File: src/shared/sac_map.svh
// Register offsets, field positions, reset values and timing counts of the converter control
`ifndef SAC_MAP_SVH
`define SAC_MAP_SVH

`define SAC_ADDR_W 8
`define SAC_OFF_SC1 8'h00
`define SAC_OFF_SC2 8'h04
`define SAC_OFF_RESH 8'h08
`define SAC_OFF_RESL 8'h0C
`define SAC_OFF_CVH 8'h10
`define SAC_OFF_CVL 8'h14
`define SAC_OFF_CFG 8'h18
`define SAC_OFF_APC1 8'h1C
`define SAC_OFF_APC2 8'h20

`define SAC_CFG_LPC 7
`define SAC_CFG_DIV_HI 6
`define SAC_CFG_DIV_LO 5
`define SAC_CFG_LSMP 4
`define SAC_CFG_MODE_HI 3
`define SAC_CFG_MODE_LO 2
`define SAC_CFG_CLK_HI 1
`define SAC_CFG_CLK_LO 0

`define SAC_SC2_ACT 7
`define SAC_SC2_TRG 6
`define SAC_SC2_CFE 5
`define SAC_SC2_CFGT 4

`define SAC_SC1_DONE 7
`define SAC_SC1_IEN 6
`define SAC_SC1_CONT 5
`define SAC_SC1_CH_HI 4

`define SAC_RST_BYTE 8'h00
`define SAC_RST_CODE 12'h000
`define SAC_RESP_OK 2'h0
`define SAC_RESP_ERR 2'h2

// Sample phase in half conversion-clock cycles (3.5 and 23.5 cycles)
`define SAC_SAMPLE_SHORT_HALVES 7
`define SAC_SAMPLE_LONG_HALVES 47
// Least time rounds up to whole conversion-clock cycles
`define SAC_SAMPLE_SHORT_TICKS ((`SAC_SAMPLE_SHORT_HALVES + 1) / 2)
`define SAC_SAMPLE_LONG_TICKS ((`SAC_SAMPLE_LONG_HALVES + 1) / 2)
`define SAC_CNT_W 5

`endif

File: src/shared/sac_pkg.sv
// Types shared by the converter control and its approximation sequencer
package sac_pkg;
  typedef enum logic [1:0] {
    SAC_RES_8 = 2'b00,
    SAC_RES_12 = 2'b01,
    SAC_RES_10 = 2'b10,
    SAC_RES_RSV = 2'b11
  } sac_res_t;

  typedef enum logic [1:0] {
    SAC_CLK_BUS = 2'b00,
    SAC_CLK_BUSHALF = 2'b01,
    SAC_CLK_ALT = 2'b10,
    SAC_CLK_ASYNC = 2'b11
  } sac_clksrc_t;

  typedef enum logic [1:0] {
    SAC_ST_IDLE = 2'b00,
    SAC_ST_SAMPLE = 2'b01,
    SAC_ST_CONVERT = 2'b10
  } sac_state_t;
endpackage

File: src/shared/sac_conv_if.sv
// Link between the register side and the approximation sequencer
`timescale 1ns/100ps
interface sac_conv_if;
  logic start;
  logic abort;
  logic tick;
  logic longSample;
  sac_pkg::sac_res_t resolution;
  logic compHigh;
  logic busy;
  logic done;
  logic sampleOn;
  logic [11:0] dacCode;
  logic [11:0] code;

  modport ctrl (output start, abort, tick, longSample, resolution, compHigh,
                input busy, done, sampleOn, dacCode, code);
  modport seq (input start, abort, tick, longSample, resolution, compHigh,
               output busy, done, sampleOn, dacCode, code);
endinterface

File: src/sac_sar_seq.sv
// Sampling phase and successive approximation sequencer
`timescale 1ns/100ps
`include "sac_map.svh"
module sac_sar_seq (
  input wire logic clk,
  input wire logic rst,
  sac_conv_if.seq conv
);
  import sac_pkg::*;

  sac_state_t state_reg;
  logic [`SAC_CNT_W-1:0] cnt_reg;
  logic [3:0] bitIdx_reg;
  logic [11:0] trial_reg;
  logic [11:0] topBit;
  logic [3:0] topIdx;
  logic [11:0] kept;

  always_comb begin
    unique case (conv.resolution)
      SAC_RES_12: topIdx = 4'hB;
      SAC_RES_10: topIdx = 4'h9;
      default: topIdx = 4'h7;
    endcase
    topBit = 12'h001 << topIdx;
    // Drop the trial bit when the input sits below the trial level
    kept = conv.compHigh ? trial_reg : (trial_reg & ~(12'h001 << bitIdx_reg));
  end

  always_ff @(posedge clk) begin
    conv.done <= 1'b0;
    if (rst) begin
      state_reg <= SAC_ST_IDLE;
      cnt_reg <= '0;
      bitIdx_reg <= 4'h0;
      trial_reg <= `SAC_RST_CODE;
      conv.code <= `SAC_RST_CODE;
      conv.sampleOn <= 1'b0;
    end else if (conv.start) begin
      state_reg <= SAC_ST_SAMPLE;
      conv.sampleOn <= 1'b1;
      cnt_reg <= conv.longSample ? `SAC_CNT_W'(`SAC_SAMPLE_LONG_TICKS - 1)
                                 : `SAC_CNT_W'(`SAC_SAMPLE_SHORT_TICKS - 1);
    end else if (conv.abort) begin
      state_reg <= SAC_ST_IDLE;
      conv.sampleOn <= 1'b0;
    end else if (conv.tick) begin
      unique case (state_reg)
        SAC_ST_IDLE: begin
        end
        SAC_ST_SAMPLE: begin
          if (cnt_reg == '0) begin
            state_reg <= SAC_ST_CONVERT;
            conv.sampleOn <= 1'b0;
            bitIdx_reg <= topIdx;
            trial_reg <= topBit;
          end else begin
            cnt_reg <= cnt_reg - `SAC_CNT_W'(1);
          end
        end
        SAC_ST_CONVERT: begin
          if (bitIdx_reg == 4'h0) begin
            // Input at or above the high reference keeps every bit; at or below the low one, none
            conv.code <= kept & ((topBit << 1) - 12'h001);
            conv.done <= 1'b1;
            state_reg <= SAC_ST_IDLE;
          end else begin
            bitIdx_reg <= bitIdx_reg - 4'h1;
            trial_reg <= kept | (12'h001 << (bitIdx_reg - 4'h1));
          end
        end
        default: state_reg <= SAC_ST_IDLE;
      endcase
    end
  end

  assign conv.busy = (state_reg != SAC_ST_IDLE);
  assign conv.dacCode = trial_reg;
endmodule

File: src/sac_ctrl_top.sv
// Register file, conversion clock, triggering and result handling of the converter control
//
// Chosen here: the AXI4-Lite slave port and the address map.
`timescale 1ns/100ps
`include "sac_map.svh"
module sac_ctrl_top (
  input wire logic clk,
  input wire logic rst,
  input wire logic deepStopEntry,
  input wire logic hwTrigger,
  input wire logic altClkTick,
  input wire logic asyncClkTick,
  input wire logic compHigh,
  output logic sampleOn,
  output logic [11:0] dacCode,
  output logic [4:0] channelSelect,
  output logic lowPowerSelect,
  output logic [15:0] pinDigitalDisable,
  output logic completeIrq,
  input wire logic [7:0] s_axi_awaddr,
  input wire logic s_axi_awvalid,
  output logic s_axi_awready,
  input wire logic [31:0] s_axi_wdata,
  input wire logic [3:0] s_axi_wstrb,
  input wire logic s_axi_wvalid,
  output logic s_axi_wready,
  output logic [1:0] s_axi_bresp,
  output logic s_axi_bvalid,
  input wire logic s_axi_bready,
  input wire logic [7:0] s_axi_araddr,
  input wire logic s_axi_arvalid,
  output logic s_axi_arready,
  output logic [31:0] s_axi_rdata,
  output logic [1:0] s_axi_rresp,
  output logic s_axi_rvalid,
  input wire logic s_axi_rready
);
  import sac_pkg::*;

  sac_conv_if conv ();

  // Deepest stop mode acts as a reset of the whole block except the bus slave port, which only rst clears
  logic blockRst;
  assign blockRst = rst | deepStopEntry;

  logic [7:0] convConfig_reg;
  logic [7:0] statusControlTwo_reg;
  logic [6:0] statusControlOne_reg;
  logic doneFlag_reg;
  logic [7:0] cvHigh_reg;
  logic [7:0] cvLow_reg;
  logic [7:0] pinCtlOne_reg;
  logic [7:0] pinCtlTwo_reg;
  logic [11:0] result_reg;
  logic [7:0] lowShadow_reg;
  logic pairLocked_reg;
  logic continuing_reg;

  // Bus slave state
  logic [7:0] awAddr_reg;
  logic awHeld_reg;
  logic [7:0] wByte_reg;
  logic wByteEn_reg;
  logic wHeld_reg;
  logic doWrite;
  logic doRead;
  logic [7:0] readByte;
  logic readHit;
  logic writeHit;

  assign doWrite = awHeld_reg & wHeld_reg & ~s_axi_bvalid;
  assign doRead = s_axi_arvalid & s_axi_arready;

  always_comb begin
    unique case (awAddr_reg)
      `SAC_OFF_SC1, `SAC_OFF_SC2, `SAC_OFF_CVH, `SAC_OFF_CVL,
      `SAC_OFF_CFG, `SAC_OFF_APC1, `SAC_OFF_APC2: writeHit = 1'b1;
      default: writeHit = 1'b0;
    endcase
  end

  always_comb begin
    readHit = 1'b1;
    unique case (s_axi_araddr)
      `SAC_OFF_SC1: readByte = {doneFlag_reg, statusControlOne_reg};
      // Low four bits are internal use only and read back as zero
      `SAC_OFF_SC2: readByte = {conv.busy, statusControlTwo_reg[6:4], 4'h0};
      `SAC_OFF_RESH: readByte = {4'h0, result_reg[11:8]};
      `SAC_OFF_RESL: readByte = pairLocked_reg ? lowShadow_reg : result_reg[7:0];
      `SAC_OFF_CVH: readByte = cvHigh_reg;
      `SAC_OFF_CVL: readByte = cvLow_reg;
      `SAC_OFF_CFG: readByte = convConfig_reg;
      `SAC_OFF_APC1: readByte = pinCtlOne_reg;
      `SAC_OFF_APC2: readByte = pinCtlTwo_reg;
      default: begin
        readByte = `SAC_RST_BYTE;
        readHit = 1'b0;
      end
    endcase
  end

  // Write address channel
  always_ff @(posedge clk) begin
    if (rst) begin
      s_axi_awready <= 1'b0;
      awHeld_reg <= 1'b0;
      awAddr_reg <= `SAC_RST_BYTE;
    end else if (s_axi_awvalid & s_axi_awready) begin
      s_axi_awready <= 1'b0;
      awHeld_reg <= 1'b1;
      awAddr_reg <= {s_axi_awaddr[7:2], 2'b00};
    end else if (doWrite) begin
      awHeld_reg <= 1'b0;
    end else if (!awHeld_reg && !s_axi_bvalid) begin
      s_axi_awready <= 1'b1;
    end
  end

  // Write data channel; registers are one byte wide, so only lane 0 matters
  always_ff @(posedge clk) begin
    if (rst) begin
      s_axi_wready <= 1'b0;
      wHeld_reg <= 1'b0;
      wByte_reg <= `SAC_RST_BYTE;
      wByteEn_reg <= 1'b0;
    end else if (s_axi_wvalid & s_axi_wready) begin
      s_axi_wready <= 1'b0;
      wHeld_reg <= 1'b1;
      wByte_reg <= s_axi_wdata[7:0];
      wByteEn_reg <= s_axi_wstrb[0];
    end else if (doWrite) begin
      wHeld_reg <= 1'b0;
    end else if (!wHeld_reg && !s_axi_bvalid) begin
      s_axi_wready <= 1'b1;
    end
  end

  always_ff @(posedge clk) begin
    if (rst) begin
      s_axi_bvalid <= 1'b0;
      s_axi_bresp <= `SAC_RESP_OK;
    end else if (doWrite) begin
      s_axi_bvalid <= 1'b1;
      s_axi_bresp <= writeHit ? `SAC_RESP_OK : `SAC_RESP_ERR;
    end else if (s_axi_bready) begin
      s_axi_bvalid <= 1'b0;
    end
  end

  // Read channel: data leaves one cycle after the address is taken
  always_ff @(posedge clk) begin
    if (rst) begin
      s_axi_arready <= 1'b0;
      s_axi_rvalid <= 1'b0;
      s_axi_rdata <= 32'h0000_0000;
      s_axi_rresp <= `SAC_RESP_OK;
    end else if (doRead) begin
      s_axi_arready <= 1'b0;
      s_axi_rvalid <= 1'b1;
      s_axi_rdata <= {24'h00_0000, readByte};
      s_axi_rresp <= readHit ? `SAC_RESP_OK : `SAC_RESP_ERR;
    end else if (s_axi_rvalid) begin
      if (s_axi_rready) begin
        s_axi_rvalid <= 1'b0;
      end
    end else begin
      s_axi_arready <= 1'b1;
    end
  end

  logic wrStrobe;
  logic wrSc1;
  assign wrStrobe = doWrite & wByteEn_reg;
  assign wrSc1 = wrStrobe & (awAddr_reg == `SAC_OFF_SC1);

  // Software-writable configuration
  always_ff @(posedge clk) begin
    if (blockRst) begin
      convConfig_reg <= `SAC_RST_BYTE;
      statusControlTwo_reg <= `SAC_RST_BYTE;
      statusControlOne_reg <= 7'h00;
      cvHigh_reg <= `SAC_RST_BYTE;
      cvLow_reg <= `SAC_RST_BYTE;
      pinCtlOne_reg <= `SAC_RST_BYTE;
      pinCtlTwo_reg <= `SAC_RST_BYTE;
    end else if (wrStrobe) begin
      unique case (awAddr_reg)
        `SAC_OFF_CFG: convConfig_reg <= wByte_reg;
        // Busy flag is read-only; reserved bits are not stored
        `SAC_OFF_SC2: statusControlTwo_reg <= {1'b0, wByte_reg[6:4], 4'h0};
        `SAC_OFF_SC1: statusControlOne_reg <= wByte_reg[6:0];
        `SAC_OFF_CVH: cvHigh_reg <= wByte_reg;
        `SAC_OFF_CVL: cvLow_reg <= wByte_reg;
        `SAC_OFF_APC1: pinCtlOne_reg <= wByte_reg;
        `SAC_OFF_APC2: pinCtlTwo_reg <= wByte_reg;
        default: begin
        end
      endcase
    end
  end

  // Conversion clock: source select, then divide by 1, 2, 4 or 8
  logic busHalf_reg;
  logic srcTick;
  logic [2:0] divCnt_reg;
  logic [2:0] divLimit;
  sac_clksrc_t clkSrc;
  assign clkSrc = sac_clksrc_t'(convConfig_reg[`SAC_CFG_CLK_HI:`SAC_CFG_CLK_LO]);
  assign divLimit = 3'((4'h1 << convConfig_reg[`SAC_CFG_DIV_HI:`SAC_CFG_DIV_LO]) - 4'h1);

  always_comb begin
    unique case (clkSrc)
      SAC_CLK_BUS: srcTick = 1'b1;
      SAC_CLK_BUSHALF: srcTick = busHalf_reg;
      SAC_CLK_ALT: srcTick = altClkTick;
      SAC_CLK_ASYNC: srcTick = asyncClkTick;
    endcase
  end

  always_ff @(posedge clk) begin
    if (blockRst) begin
      busHalf_reg <= 1'b0;
    end else begin
      busHalf_reg <= ~busHalf_reg;
    end
  end

  always_ff @(posedge clk) begin
    conv.tick <= 1'b0;
    if (blockRst) begin
      divCnt_reg <= 3'h0;
    end else if (conv.start) begin
      // Start edge counts as the first source tick, else sampling grows by one bus cycle
      divCnt_reg <= (srcTick && divLimit != 3'h0) ? 3'h1 : 3'h0;
      conv.tick <= srcTick && (divLimit == 3'h0);
    end else if (srcTick) begin
      if (divCnt_reg >= divLimit) begin
        divCnt_reg <= 3'h0;
        conv.tick <= 1'b1;
      end else begin
        divCnt_reg <= divCnt_reg + 3'h1;
      end
    end
  end

  // Triggering
  logic swTrigSel;
  logic hwStart;
  assign swTrigSel = ~statusControlTwo_reg[`SAC_SC2_TRG];
  assign hwStart = ~swTrigSel & hwTrigger & ~conv.busy;

  always_ff @(posedge clk) begin
    if (blockRst) begin
      conv.start <= 1'b0;
      conv.abort <= 1'b0;
      continuing_reg <= 1'b0;
    end else begin
      // A control-one write always abandons the running conversion
      conv.abort <= wrSc1;
      conv.start <= (wrSc1 & swTrigSel) | hwStart | (continuing_reg & ~wrSc1);
      continuing_reg <= conv.done & statusControlOne_reg[`SAC_SC1_CONT] & ~wrSc1;
    end
  end

  assign conv.longSample = convConfig_reg[`SAC_CFG_LSMP];
  assign conv.resolution = sac_res_t'(convConfig_reg[`SAC_CFG_MODE_HI:`SAC_CFG_MODE_LO]);
  assign conv.compHigh = compHigh;

  // Compare: difference against the compare value; direction picks the limit
  logic [11:0] cmpValue;
  logic [11:0] cmpDiff;
  logic cmpPass;
  logic cmpEnable;
  assign cmpValue = {cvHigh_reg[3:0], cvLow_reg};
  assign cmpDiff = conv.code - cmpValue;
  assign cmpEnable = statusControlTwo_reg[`SAC_SC2_CFE];
  assign cmpPass = statusControlTwo_reg[`SAC_SC2_CFGT] ? (conv.code >= cmpValue)
                                                       : (conv.code < cmpValue);

  logic accept;
  logic readLow;
  logic readHigh;
  assign accept = conv.done & (~cmpEnable | cmpPass);
  assign readHigh = doRead & (s_axi_araddr == `SAC_OFF_RESH);
  assign readLow = doRead & (s_axi_araddr == `SAC_OFF_RESL);

  always_ff @(posedge clk) begin
    if (blockRst) begin
      result_reg <= `SAC_RST_CODE;
    end else if (accept) begin
      result_reg <= cmpEnable ? cmpDiff : conv.code;
    end
  end

  // High read freezes the low byte so a finishing conversion cannot split the pair
  always_ff @(posedge clk) begin
    if (blockRst) begin
      pairLocked_reg <= 1'b0;
      lowShadow_reg <= `SAC_RST_BYTE;
    end else if (readHigh) begin
      pairLocked_reg <= 1'b1;
      lowShadow_reg <= result_reg[7:0];
    end else if (readLow) begin
      pairLocked_reg <= 1'b0;
    end
  end

  // Completion flag: a new completion wins over a clear in the same cycle
  always_ff @(posedge clk) begin
    if (blockRst) begin
      doneFlag_reg <= 1'b0;
    end else if (accept) begin
      doneFlag_reg <= 1'b1;
    end else if (wrSc1 || readLow) begin
      doneFlag_reg <= 1'b0;
    end
  end

  // Outputs to the analog side and pads, all registered
  always_ff @(posedge clk) begin
    if (blockRst) begin
      completeIrq <= 1'b0;
      lowPowerSelect <= 1'b0;
      channelSelect <= 5'h00;
      pinDigitalDisable <= 16'h0000;
      sampleOn <= 1'b0;
      dacCode <= `SAC_RST_CODE;
    end else begin
      completeIrq <= doneFlag_reg & statusControlOne_reg[`SAC_SC1_IEN];
      lowPowerSelect <= convConfig_reg[`SAC_CFG_LPC];
      channelSelect <= statusControlOne_reg[`SAC_SC1_CH_HI:0];
      // Pin control only affects the pads; conversion never looks at it
      pinDigitalDisable <= {pinCtlTwo_reg, pinCtlOne_reg};
      sampleOn <= conv.sampleOn;
      dacCode <= conv.dacCode;
    end
  end

  sac_sar_seq u_seq (
    .clk(clk),
    .rst(blockRst),
    .conv(conv.seq)
  );
endmodule

File: config.mk
export PLATFORM = sky130hd
export DESIGN_NAME = sac_ctrl_top
export DESIGN_NICKNAME = d
export VERILOG_FILES = /design/src/shared/sac_pkg.sv /design/src/shared/sac_conv_if.sv /design/src/sac_sar_seq.sv /design/src/sac_ctrl_top.sv
export VERILOG_INCLUDE_DIRS = /design/src /design/src/shared
export SDC_FILE = /design/constraint.sdc
export NUM_CORES = 1
export LEC_CHECK = 0
export BUFFER_PORTS_ARGS = -buffer_cell sky130_fd_sc_hd__buf_2
export CAP_MARGIN = 20
export CELL_PAD_IN_SITES_DETAIL_PLACEMENT = 1
export CELL_PAD_IN_SITES_GLOBAL_PLACEMENT = 1
export CORE_MARGIN = 3
export CORE_UTILIZATION = 38
export CTS_BUF_LIST = sky130_fd_sc_hd__clkbuf_16
export DETAILED_ROUTE_END_ITERATION = 10
export PLACE_DENSITY_LB_ADDON = 0.15
export SLEW_MARGIN = 10
export SYNTH_ARGS = -nofsm -noshare
export SYNTH_HDL_FRONTEND = slang
export SYNTH_SLANG_ARGS = --single-unit
File: constraint.sdc
create_clock -name clk -period 2.3 [get_ports clk]
set_input_delay 0.69 -clock clk [delete_from_list [all_inputs] [get_ports clk]]
set_output_delay 0.69 -clock clk [all_outputs]
set_load 0.03 [all_outputs]
==> out/results.tsv, run 1 <==
stage	metric	value	unit
power_and_ir_drop	pwr-share-seq	49.2	%
cells_and_area	multi_input_comb_area	0.004664	mm²
power_and_ir_drop	sw_frac_of_total	25.49	%
critical_path	timing.critical_path.cells	inv_2 -> ha_4 -> fa_2 -> nor2b_2 -> o31a_1 -> o31a_1 -> or4_4 -> and3_4 -> a211oi_2	
clock_tree	htree_num_levels	4	
placement	gpl.final_weighted_congestion	0.8920	
timing	grt_setup_unrepaired	true	
synthesis	yosysSeqAreaShare	42.55	%
power_and_ir_drop	intPower	4.964	mW
synthesis	syn_avg_cell_area	8.524	µm²
critical_path	crit_path_max_incr_delay	490	ps
timing	worst_slew_pin_slew	708.0	ps
die	die_h	157.3	µm
timing	setup-violations-final	13	
placement	dp_wirelength	20.36	mm
power_and_ir_drop	net_switching_component_of_the_power	1.699	mW
timing	timing.fmax	0.4095	GHz
cells_and_area	area.sequential	0.003707	mm²
power_and_ir_drop	power_frac_clock	46.1	%
die	effective_utilization_at_floorplan	39.27	%
placement	placement.setup.worst_slack	-348.9	ps
cells_and_area	layout_commonest_cell	sky130_fd_sc_hd__dfxtp_1	
critical_path	timing.critical_path.mode_cell	sky130_fd_sc_hd__o31a_1	
power_and_ir_drop	vdd_drop_max	395.9	µV
clock_tree	cts-root-buf	sky130_fd_sc_hd__clkbuf_16	
timing	clock-skew-final	11.47	ps
synthesis	synth_flop_cell	sky130_fd_sc_hd__dfxtp_1	
placement	dp.cells	1422	
timing	layout_min_cycle_time	2442	ps
timing	finalHoldViolations	0	
power_and_ir_drop	total_power	6.663	mW
synthesis	netlist-cell-type-count	63	
cells_and_area	n_antenna_cell	0	
timing	timing.final.ws_setup	-141.9	ps
drt	routed-via-count	7752	
die	row_count	54	
global_routing	grt_pass1_wl	42.40	mm
critical_path	crit_path_top_delay_cell	sky130_fd_sc_hd__or4_4	
clock_tree	ctsLongestPathBuffers	2	
cells_and_area	layout-drive-gt1-share	21.88	%
power_and_ir_drop	power_leakage	4.370	nW
critical_path	crit_path_max_fo	8	
cells_and_area	post-route-cell-area	0.01063	mm²
global_routing	grtUsageTotal	22.06	%
global_routing	grt-ovfl-total	0	
synthesis	post_synth_main_area_contributors	sky130_fd_sc_hd__dfxtp_1, sky130_fd_sc_hd__mux2i_1, sky130_fd_sc_hd__nand2_1, sky130_fd_sc_hd__a21oi_1, sky130_fd_sc_hd__nor2_1	
synthesis	post-synth-top-area-cell	sky130_fd_sc_hd__dfxtp_1	
synthesis	yosysTopAreaCellShare	42.55	%
die	design.portCount	141	
power_and_ir_drop	power_density	626.8	mW/mm²
die	die_w	157.3	µm
drt	drt-vias-per-instance	5.313	
synthesis	number_of_enable_type_register_cells_in_the_synthesized_netlist	0	
cells_and_area	nNetsFinal	1263	
run_status	violations	setup timing	
global_routing	largest_net_degree_at_the_start_of_global_routing	53	
synthesis	yosys_register_bits	185	
critical_path	worst-endpoint-arrival	2810	ps
critical_path	critical_path_required	2660	ps
clock_tree	worstSkewPairLatency	450	ps
cells_and_area	final_core_util	47.97	%
timing	final.hold.worst_slack	420.5	ps
clock_tree	cts-hold-fix-buffers	0	
drt	drt-initial-drc-count	430	
cells_and_area	largest_register_ff_count	16	
die	die_area	0.02476	mm²
global_routing	antenna_found_initial	0	
critical_path	critical_path.startpoint_type	flop	
run	cap_violations	0	
run_status	run_status	complete, but fails checks	
synthesis	synth_cells	1021	
drt	route.detailed.drc	0	
drt	ant_nets	0	
clock_tree	cts_tree	done	
synthesis	synth-async-reset-ratio	0	%
placement	place_area	0.009908	mm²
drt	route.detailed.wl_per_inst	18.70	µm
min_path	hold_path.class	reg -> reg	
timing	slew_violations	0	
power_and_ir_drop	combPwrFrac	4.7	%
cells_and_area	most-common-layout-cells	sky130_fd_sc_hd__dfxtp_1, sky130_fd_sc_hd__nand2_1, sky130_fd_sc_hd__nor2_1, sky130_fd_sc_hd__buf_4, sky130_fd_sc_hd__buf_2	
clock_tree	tritoncts.num_buffers	17	
placement	port_buffers	85	
timing	tns_setup	-1310	ps
critical_path	worst_setup_path_end_kind	flop	
cells_and_area	fillers	2664	
cells_and_area	top_reg_by_flops	pinDigitalDisable	
cells_and_area	post_layout_nonfiller_instances	1459	
die	core_area	0.02216	mm²
synthesis	syn-cell-area	0.008703	mm²
timing	final_worst_path_cycle_share	106.2	%
cells_and_area	area.growth.synth_to_final	22.14	%
global_routing	number_of_global_route_vias_before_repair	7670	
synthesis	count_of_warnings_emitted_by_yosys	0	
clock_tree	clock_sink_count	185	
critical_path	setup.worst_path.class	reg -> reg	
drt	finalWirelength	27.28	mm
drt	drt_first_pass_iters	7	
timing	slew_headroom	52.13	%
clock_tree	clkSlewWorstSetupHoldPaths	70	ps
==> layout make-up <==
class | count | area share, %
Multi-Input combinational cell | 745 | 43.88
Timing Repair Buffer | 180 | 10.95
Clock inverter | 15 | 1.695
Tap cell | 280 | 3.296
Sequential cell | 185 | 34.88
Clock buffer | 17 | 4.002
Inverter | 37 | 1.306
==> critical path, delay by kind of cell (launching register included) <==
family	cells	cell delay, ps
simple gates	3	790
buf+inv	1	60
flops	1	330
fa+ha+maj	2	340
compound gates	3	830
==> cells by family after synthesis <==
group / after synthesis / share of synthesized area, %
buffers and inverters: 117 / 6.340
AND/OR/NAND/NOR: 392 / 21.23
adder cells (fa/ha/maj): 33 / 4.830
multiplexers: 72 / 8.554
XOR/XNOR: 10 / 1.006
AO/OA/AOI/OAI: 211 / 15.44
other: 1 / 0.04309
flip-flops: 185 / 42.55
==> repair_timing <==
item / 4_1_cts / 5_1_grt
cloned: 1 / 0
pin swaps: 14 / 10
gates resized for setup: 6 / 11
buffers inserted: 3 / 1
endpoints found under the hold margin: 0 / 0
setup endpoints to repair: 14 / 21
==> cell usage after synthesis (6+ instances only) <==
cell / number
sky130_fd_sc_hd__nor3_1: 20
sky130_fd_sc_hd__buf_4: 26
sky130_fd_sc_hd__nand3_1: 27
sky130_fd_sc_hd__a21oi_1: 84
sky130_fd_sc_hd__o211ai_1: 8
sky130_fd_sc_hd__a211oi_2: 7
sky130_fd_sc_hd__a22oi_1: 19
sky130_fd_sc_hd__mux2i_1: 62
sky130_fd_sc_hd__mux2_2: 9
sky130_fd_sc_hd__nand4_1: 8
sky130_fd_sc_hd__xor2_1: 6
sky130_fd_sc_hd__and2_1: 41
sky130_fd_sc_hd__nand2_1: 133
sky130_fd_sc_hd__clkbuf_1: 49
sky130_fd_sc_hd__dfxtp_1: 185
sky130_fd_sc_hd__a31oi_1: 11
sky130_fd_sc_hd__nor2b_1: 9
sky130_fd_sc_hd__inv_1: 37
sky130_fd_sc_hd__o21ai_0: 34
sky130_fd_sc_hd__o2bb2ai_1: 6
sky130_fd_sc_hd__nor2_1: 109
sky130_fd_sc_hd__o21a_1: 6
sky130_fd_sc_hd__ha_1: 32
==> path summary, 6_finish.rpt <==
path,from,endpoint,slack (ps),depth (start not counted)
worst min register to register,busHalf_reg,busHalf_reg,420,1
worst max-delay path,u_seq.conv.code[0],result_reg[4],-140,9
worst min-delay path,busHalf_reg,busHalf_reg,420,1
worst max register to register,u_seq.conv.code[0],result_reg[4],-140,9
==> metal layers <==
layer | GRT usage (%) | share of wire, % | vias to the layer above
met3 | 3.354 | 4.4 | 23
met4 | 6.074 | 1.6 | 0
li1 | - | - | 3799
met1 | 31.01 | 48 | 3757
met2 | 35.36 | 46 | 173
met5 | 0 | 0 | -
==> power by group through the flow <==
| stage | Sequential (mW) | Clock (mW) | Combinational, mW |
|---|---|---|---|
| 6_report | 3.28 | 3.07 | 0.312 |
| 3_5_place_dp | 3.35 | 0 | 0.312 |
| 2_1_floorplan | 3.34 | 0 | 0.224 |
| 4_1_cts | 3.28 | 3.15 | 0.313 |
| 3_3_place_gp | 3.35 | 0 | 0.308 |
| 5_1_grt | 3.28 | 3.27 | 0.339 |
Power figures use the tool's default switching activity.
==> run 2: changes to the inputs <==
CORE_UTILIZATION = 42   (was 38)
clock period = 2.8 ns   (was 2.3 ns; I/O delays follow)
==> run 2 against run 1 <==
Against the previous run: the flow now finishes without violations; combinational power fell by 23%; global-route usage is 0.45 points higher; non-clock buffer count decreased by 69; critical path depth decreased by 1; clock power decreased by 22%; wire length decreased by 8.1%; sequential cell count did not move; design area shrank 6.3%; core utilization grew 1.1 points; hold slack got worse by 5.2 ps; sequential power is 18% lower; sequential share of layout area grew 2.3 points; critical endpoint is now result_reg[0].
==> out/results.tsv, run 2 (synthesis gave the netlist of run 1 again) <==
stage	metric	value	unit
global_routing	antenna_found_initial	0	
run	cap_violations	0	
placement	port_buffers	85	
cells_and_area	layout-drive-gt1-share	15.24	%
critical_path	setup.worst_path.class	reg -> reg	
global_routing	grt-ovfl-total	0	
global_routing	number_of_global_route_vias_before_repair	7344	
timing	worst_slew_pin_slew	616.0	ps
die	die_h	150.0	µm
cells_and_area	top_reg_by_flops	pinDigitalDisable	
power_and_ir_drop	power_density	533.1	mW/mm²
drt	finalWirelength	25.06	mm
clock_tree	htree_num_levels	4	
timing	timing.final.ws_setup	153.8	ps
die	design.portCount	141	
clock_tree	postCtsResizedCells	0	
critical_path	critical_path_required	3160	ps
drt	drt-vias-per-instance	5.414	
drt	route.detailed.drc	0	
drt	drt_first_pass_iters	5	
critical_path	worst-endpoint-arrival	3010	ps
power_and_ir_drop	vdd_drop_max	347.1	µV
clock_tree	cts_setup_buffers	0	
critical_path	crit_path_max_fo	9	
cells_and_area	area.growth.synth_to_final	14.42	%
cells_and_area	n_antenna_cell	0	
placement	gpl.final_weighted_congestion	0.9239	
timing	slew_violations	0	
timing	layout_min_cycle_time	2646	ps
global_routing	grtUsageTotal	22.51	%
timing	finalHoldViolations	0	
run_status	run_status	finished, final reports clean	
placement	placement.setup.worst_slack	175.9	ps
min_path	hold_path.class	reg -> reg	
die	row_count	52	
timing	clock-skew-final	13.11	ps
timing	slew_headroom	58.81	%
global_routing	largest_net_degree_at_the_start_of_global_routing	51	
die	core_area	0.02030	mm²
clock_tree	cts_tree	done	
drt	ant_nets	0	
global_routing	grt_pass1_wl	39.57	mm
drt	route.detailed.wl_per_inst	18.17	µm
cells_and_area	largest_register_ff_count	16	
clock_tree	tritoncts.num_buffers	17	
placement	dp_wirelength	18.84	mm
timing	tns_setup	0	ps
die	die_area	0.02249	mm²
critical_path	worst_setup_path_end_kind	flop	
clock_tree	ctsLongestPathBuffers	2	
cells_and_area	nNetsFinal	1193	
die	die_w	150.0	µm
cells_and_area	fillers	2494	
critical_path	critical_path.startpoint_type	flop	
drt	drt-initial-drc-count	603	
drt	routed-via-count	7466	
die	effective_utilization_at_floorplan	42.87	%
clock_tree	clock_sink_count	185	
clock_tree	clkSlewWorstSetupHoldPaths	70	ps
timing	timing.fmax	0.3779	GHz
power_and_ir_drop	power_leakage	4.006	nW
clock_tree	cts-hold-fix-buffers	0	
timing	grt_setup_unrepaired	false	
timing	setup-violations-final	0	
cells_and_area	layout_commonest_cell	sky130_fd_sc_hd__dfxtp_1	
cells_and_area	most-common-layout-cells	sky130_fd_sc_hd__dfxtp_1, sky130_fd_sc_hd__nand2_1, sky130_fd_sc_hd__nor2_1, sky130_fd_sc_hd__buf_2, sky130_fd_sc_hd__a21oi_1	
clock_tree	cts-root-buf	sky130_fd_sc_hd__clkbuf_16	
timing	final_worst_path_cycle_share	94.51	%
clock_tree	worstSkewPairLatency	450	ps
cells_and_area	final_core_util	49.06	%
==> run 2: critical path, stage by stage, from the launching register on <==
cell and delay (ps):
sky130_fd_sc_hd__dfxtp_1 350, sky130_fd_sc_hd__inv_1 90, sky130_fd_sc_hd__ha_1 350, sky130_fd_sc_hd__nor2b_1 170, sky130_fd_sc_hd__o31a_1 290, sky130_fd_sc_hd__o31a_1 270, sky130_fd_sc_hd__or4_4 590, sky130_fd_sc_hd__nand3_2 240
sky130_fd_sc_hd__mux2i_1 220
==> run 2: path summary, 6_finish.rpt <==
path | depth (start not counted) | to | startpoint | slack [ps]
worst max-delay path | 8 | result_reg[0] | cvLow_reg[2] | 150
worst min-delay path | 1 | busHalf_reg | busHalf_reg | 420
worst max register to register | 8 | result_reg[0] | cvLow_reg[2] | 150
worst min register to register | 1 | busHalf_reg | busHalf_reg | 420
==> run 2: area by class of cell <==
class	count	area, µm²	area share, %
timing repair buffer	111	645.6	6.483
clock inverter	15	155.1	1.558
sequential	185	3704	37.19
multi-input combinational	744	4552	45.71
tap	270	337.8	3.392
inverter	37	138.9	1.395
clock buffer	17	425.4	4.272
==> run 2: power by group <==
group	total (mW)	switching (mW)	internal, mW	leakage, nW
combinational	0.240	0.177	0.0634	2.22
clock	2.38	1.19	1.19	0.290
sequential	2.69	0.0388	2.65	1.49
==> run 2: metrics by stage <==
| stage | total power [mW] | instance area [µm²] | cells | hold WS [ps] |
|---|---|---|---|---|
| after detailed placement | 2.991 | 9378 | 1347 | 408.8 |
| after CTS | 5.351 | 9958 | 1379 | 419.0 |
| after floorplan | 2.926 | 8797 | 1046 | 391.8 |
| final | 5.309 | 9958 | 1379 | 415.3 |
| after global routing | 5.501 | 9958 | 1379 | 448.2 |
| after global placement | 2.988 | 9378 | 1347 | 400.6 |
==> run 2: metal layers <==
metal / vias up / track usage, % / part of all wire (%)
met5: - / 0 / 0
met1: 3650 / 32.16 / 48
met2: 143 / 35.44 / 46
met3: 30 / 3.210 / 4.1
met4: 0 / 6.496 / 1.8
li1: 3643 / - / -
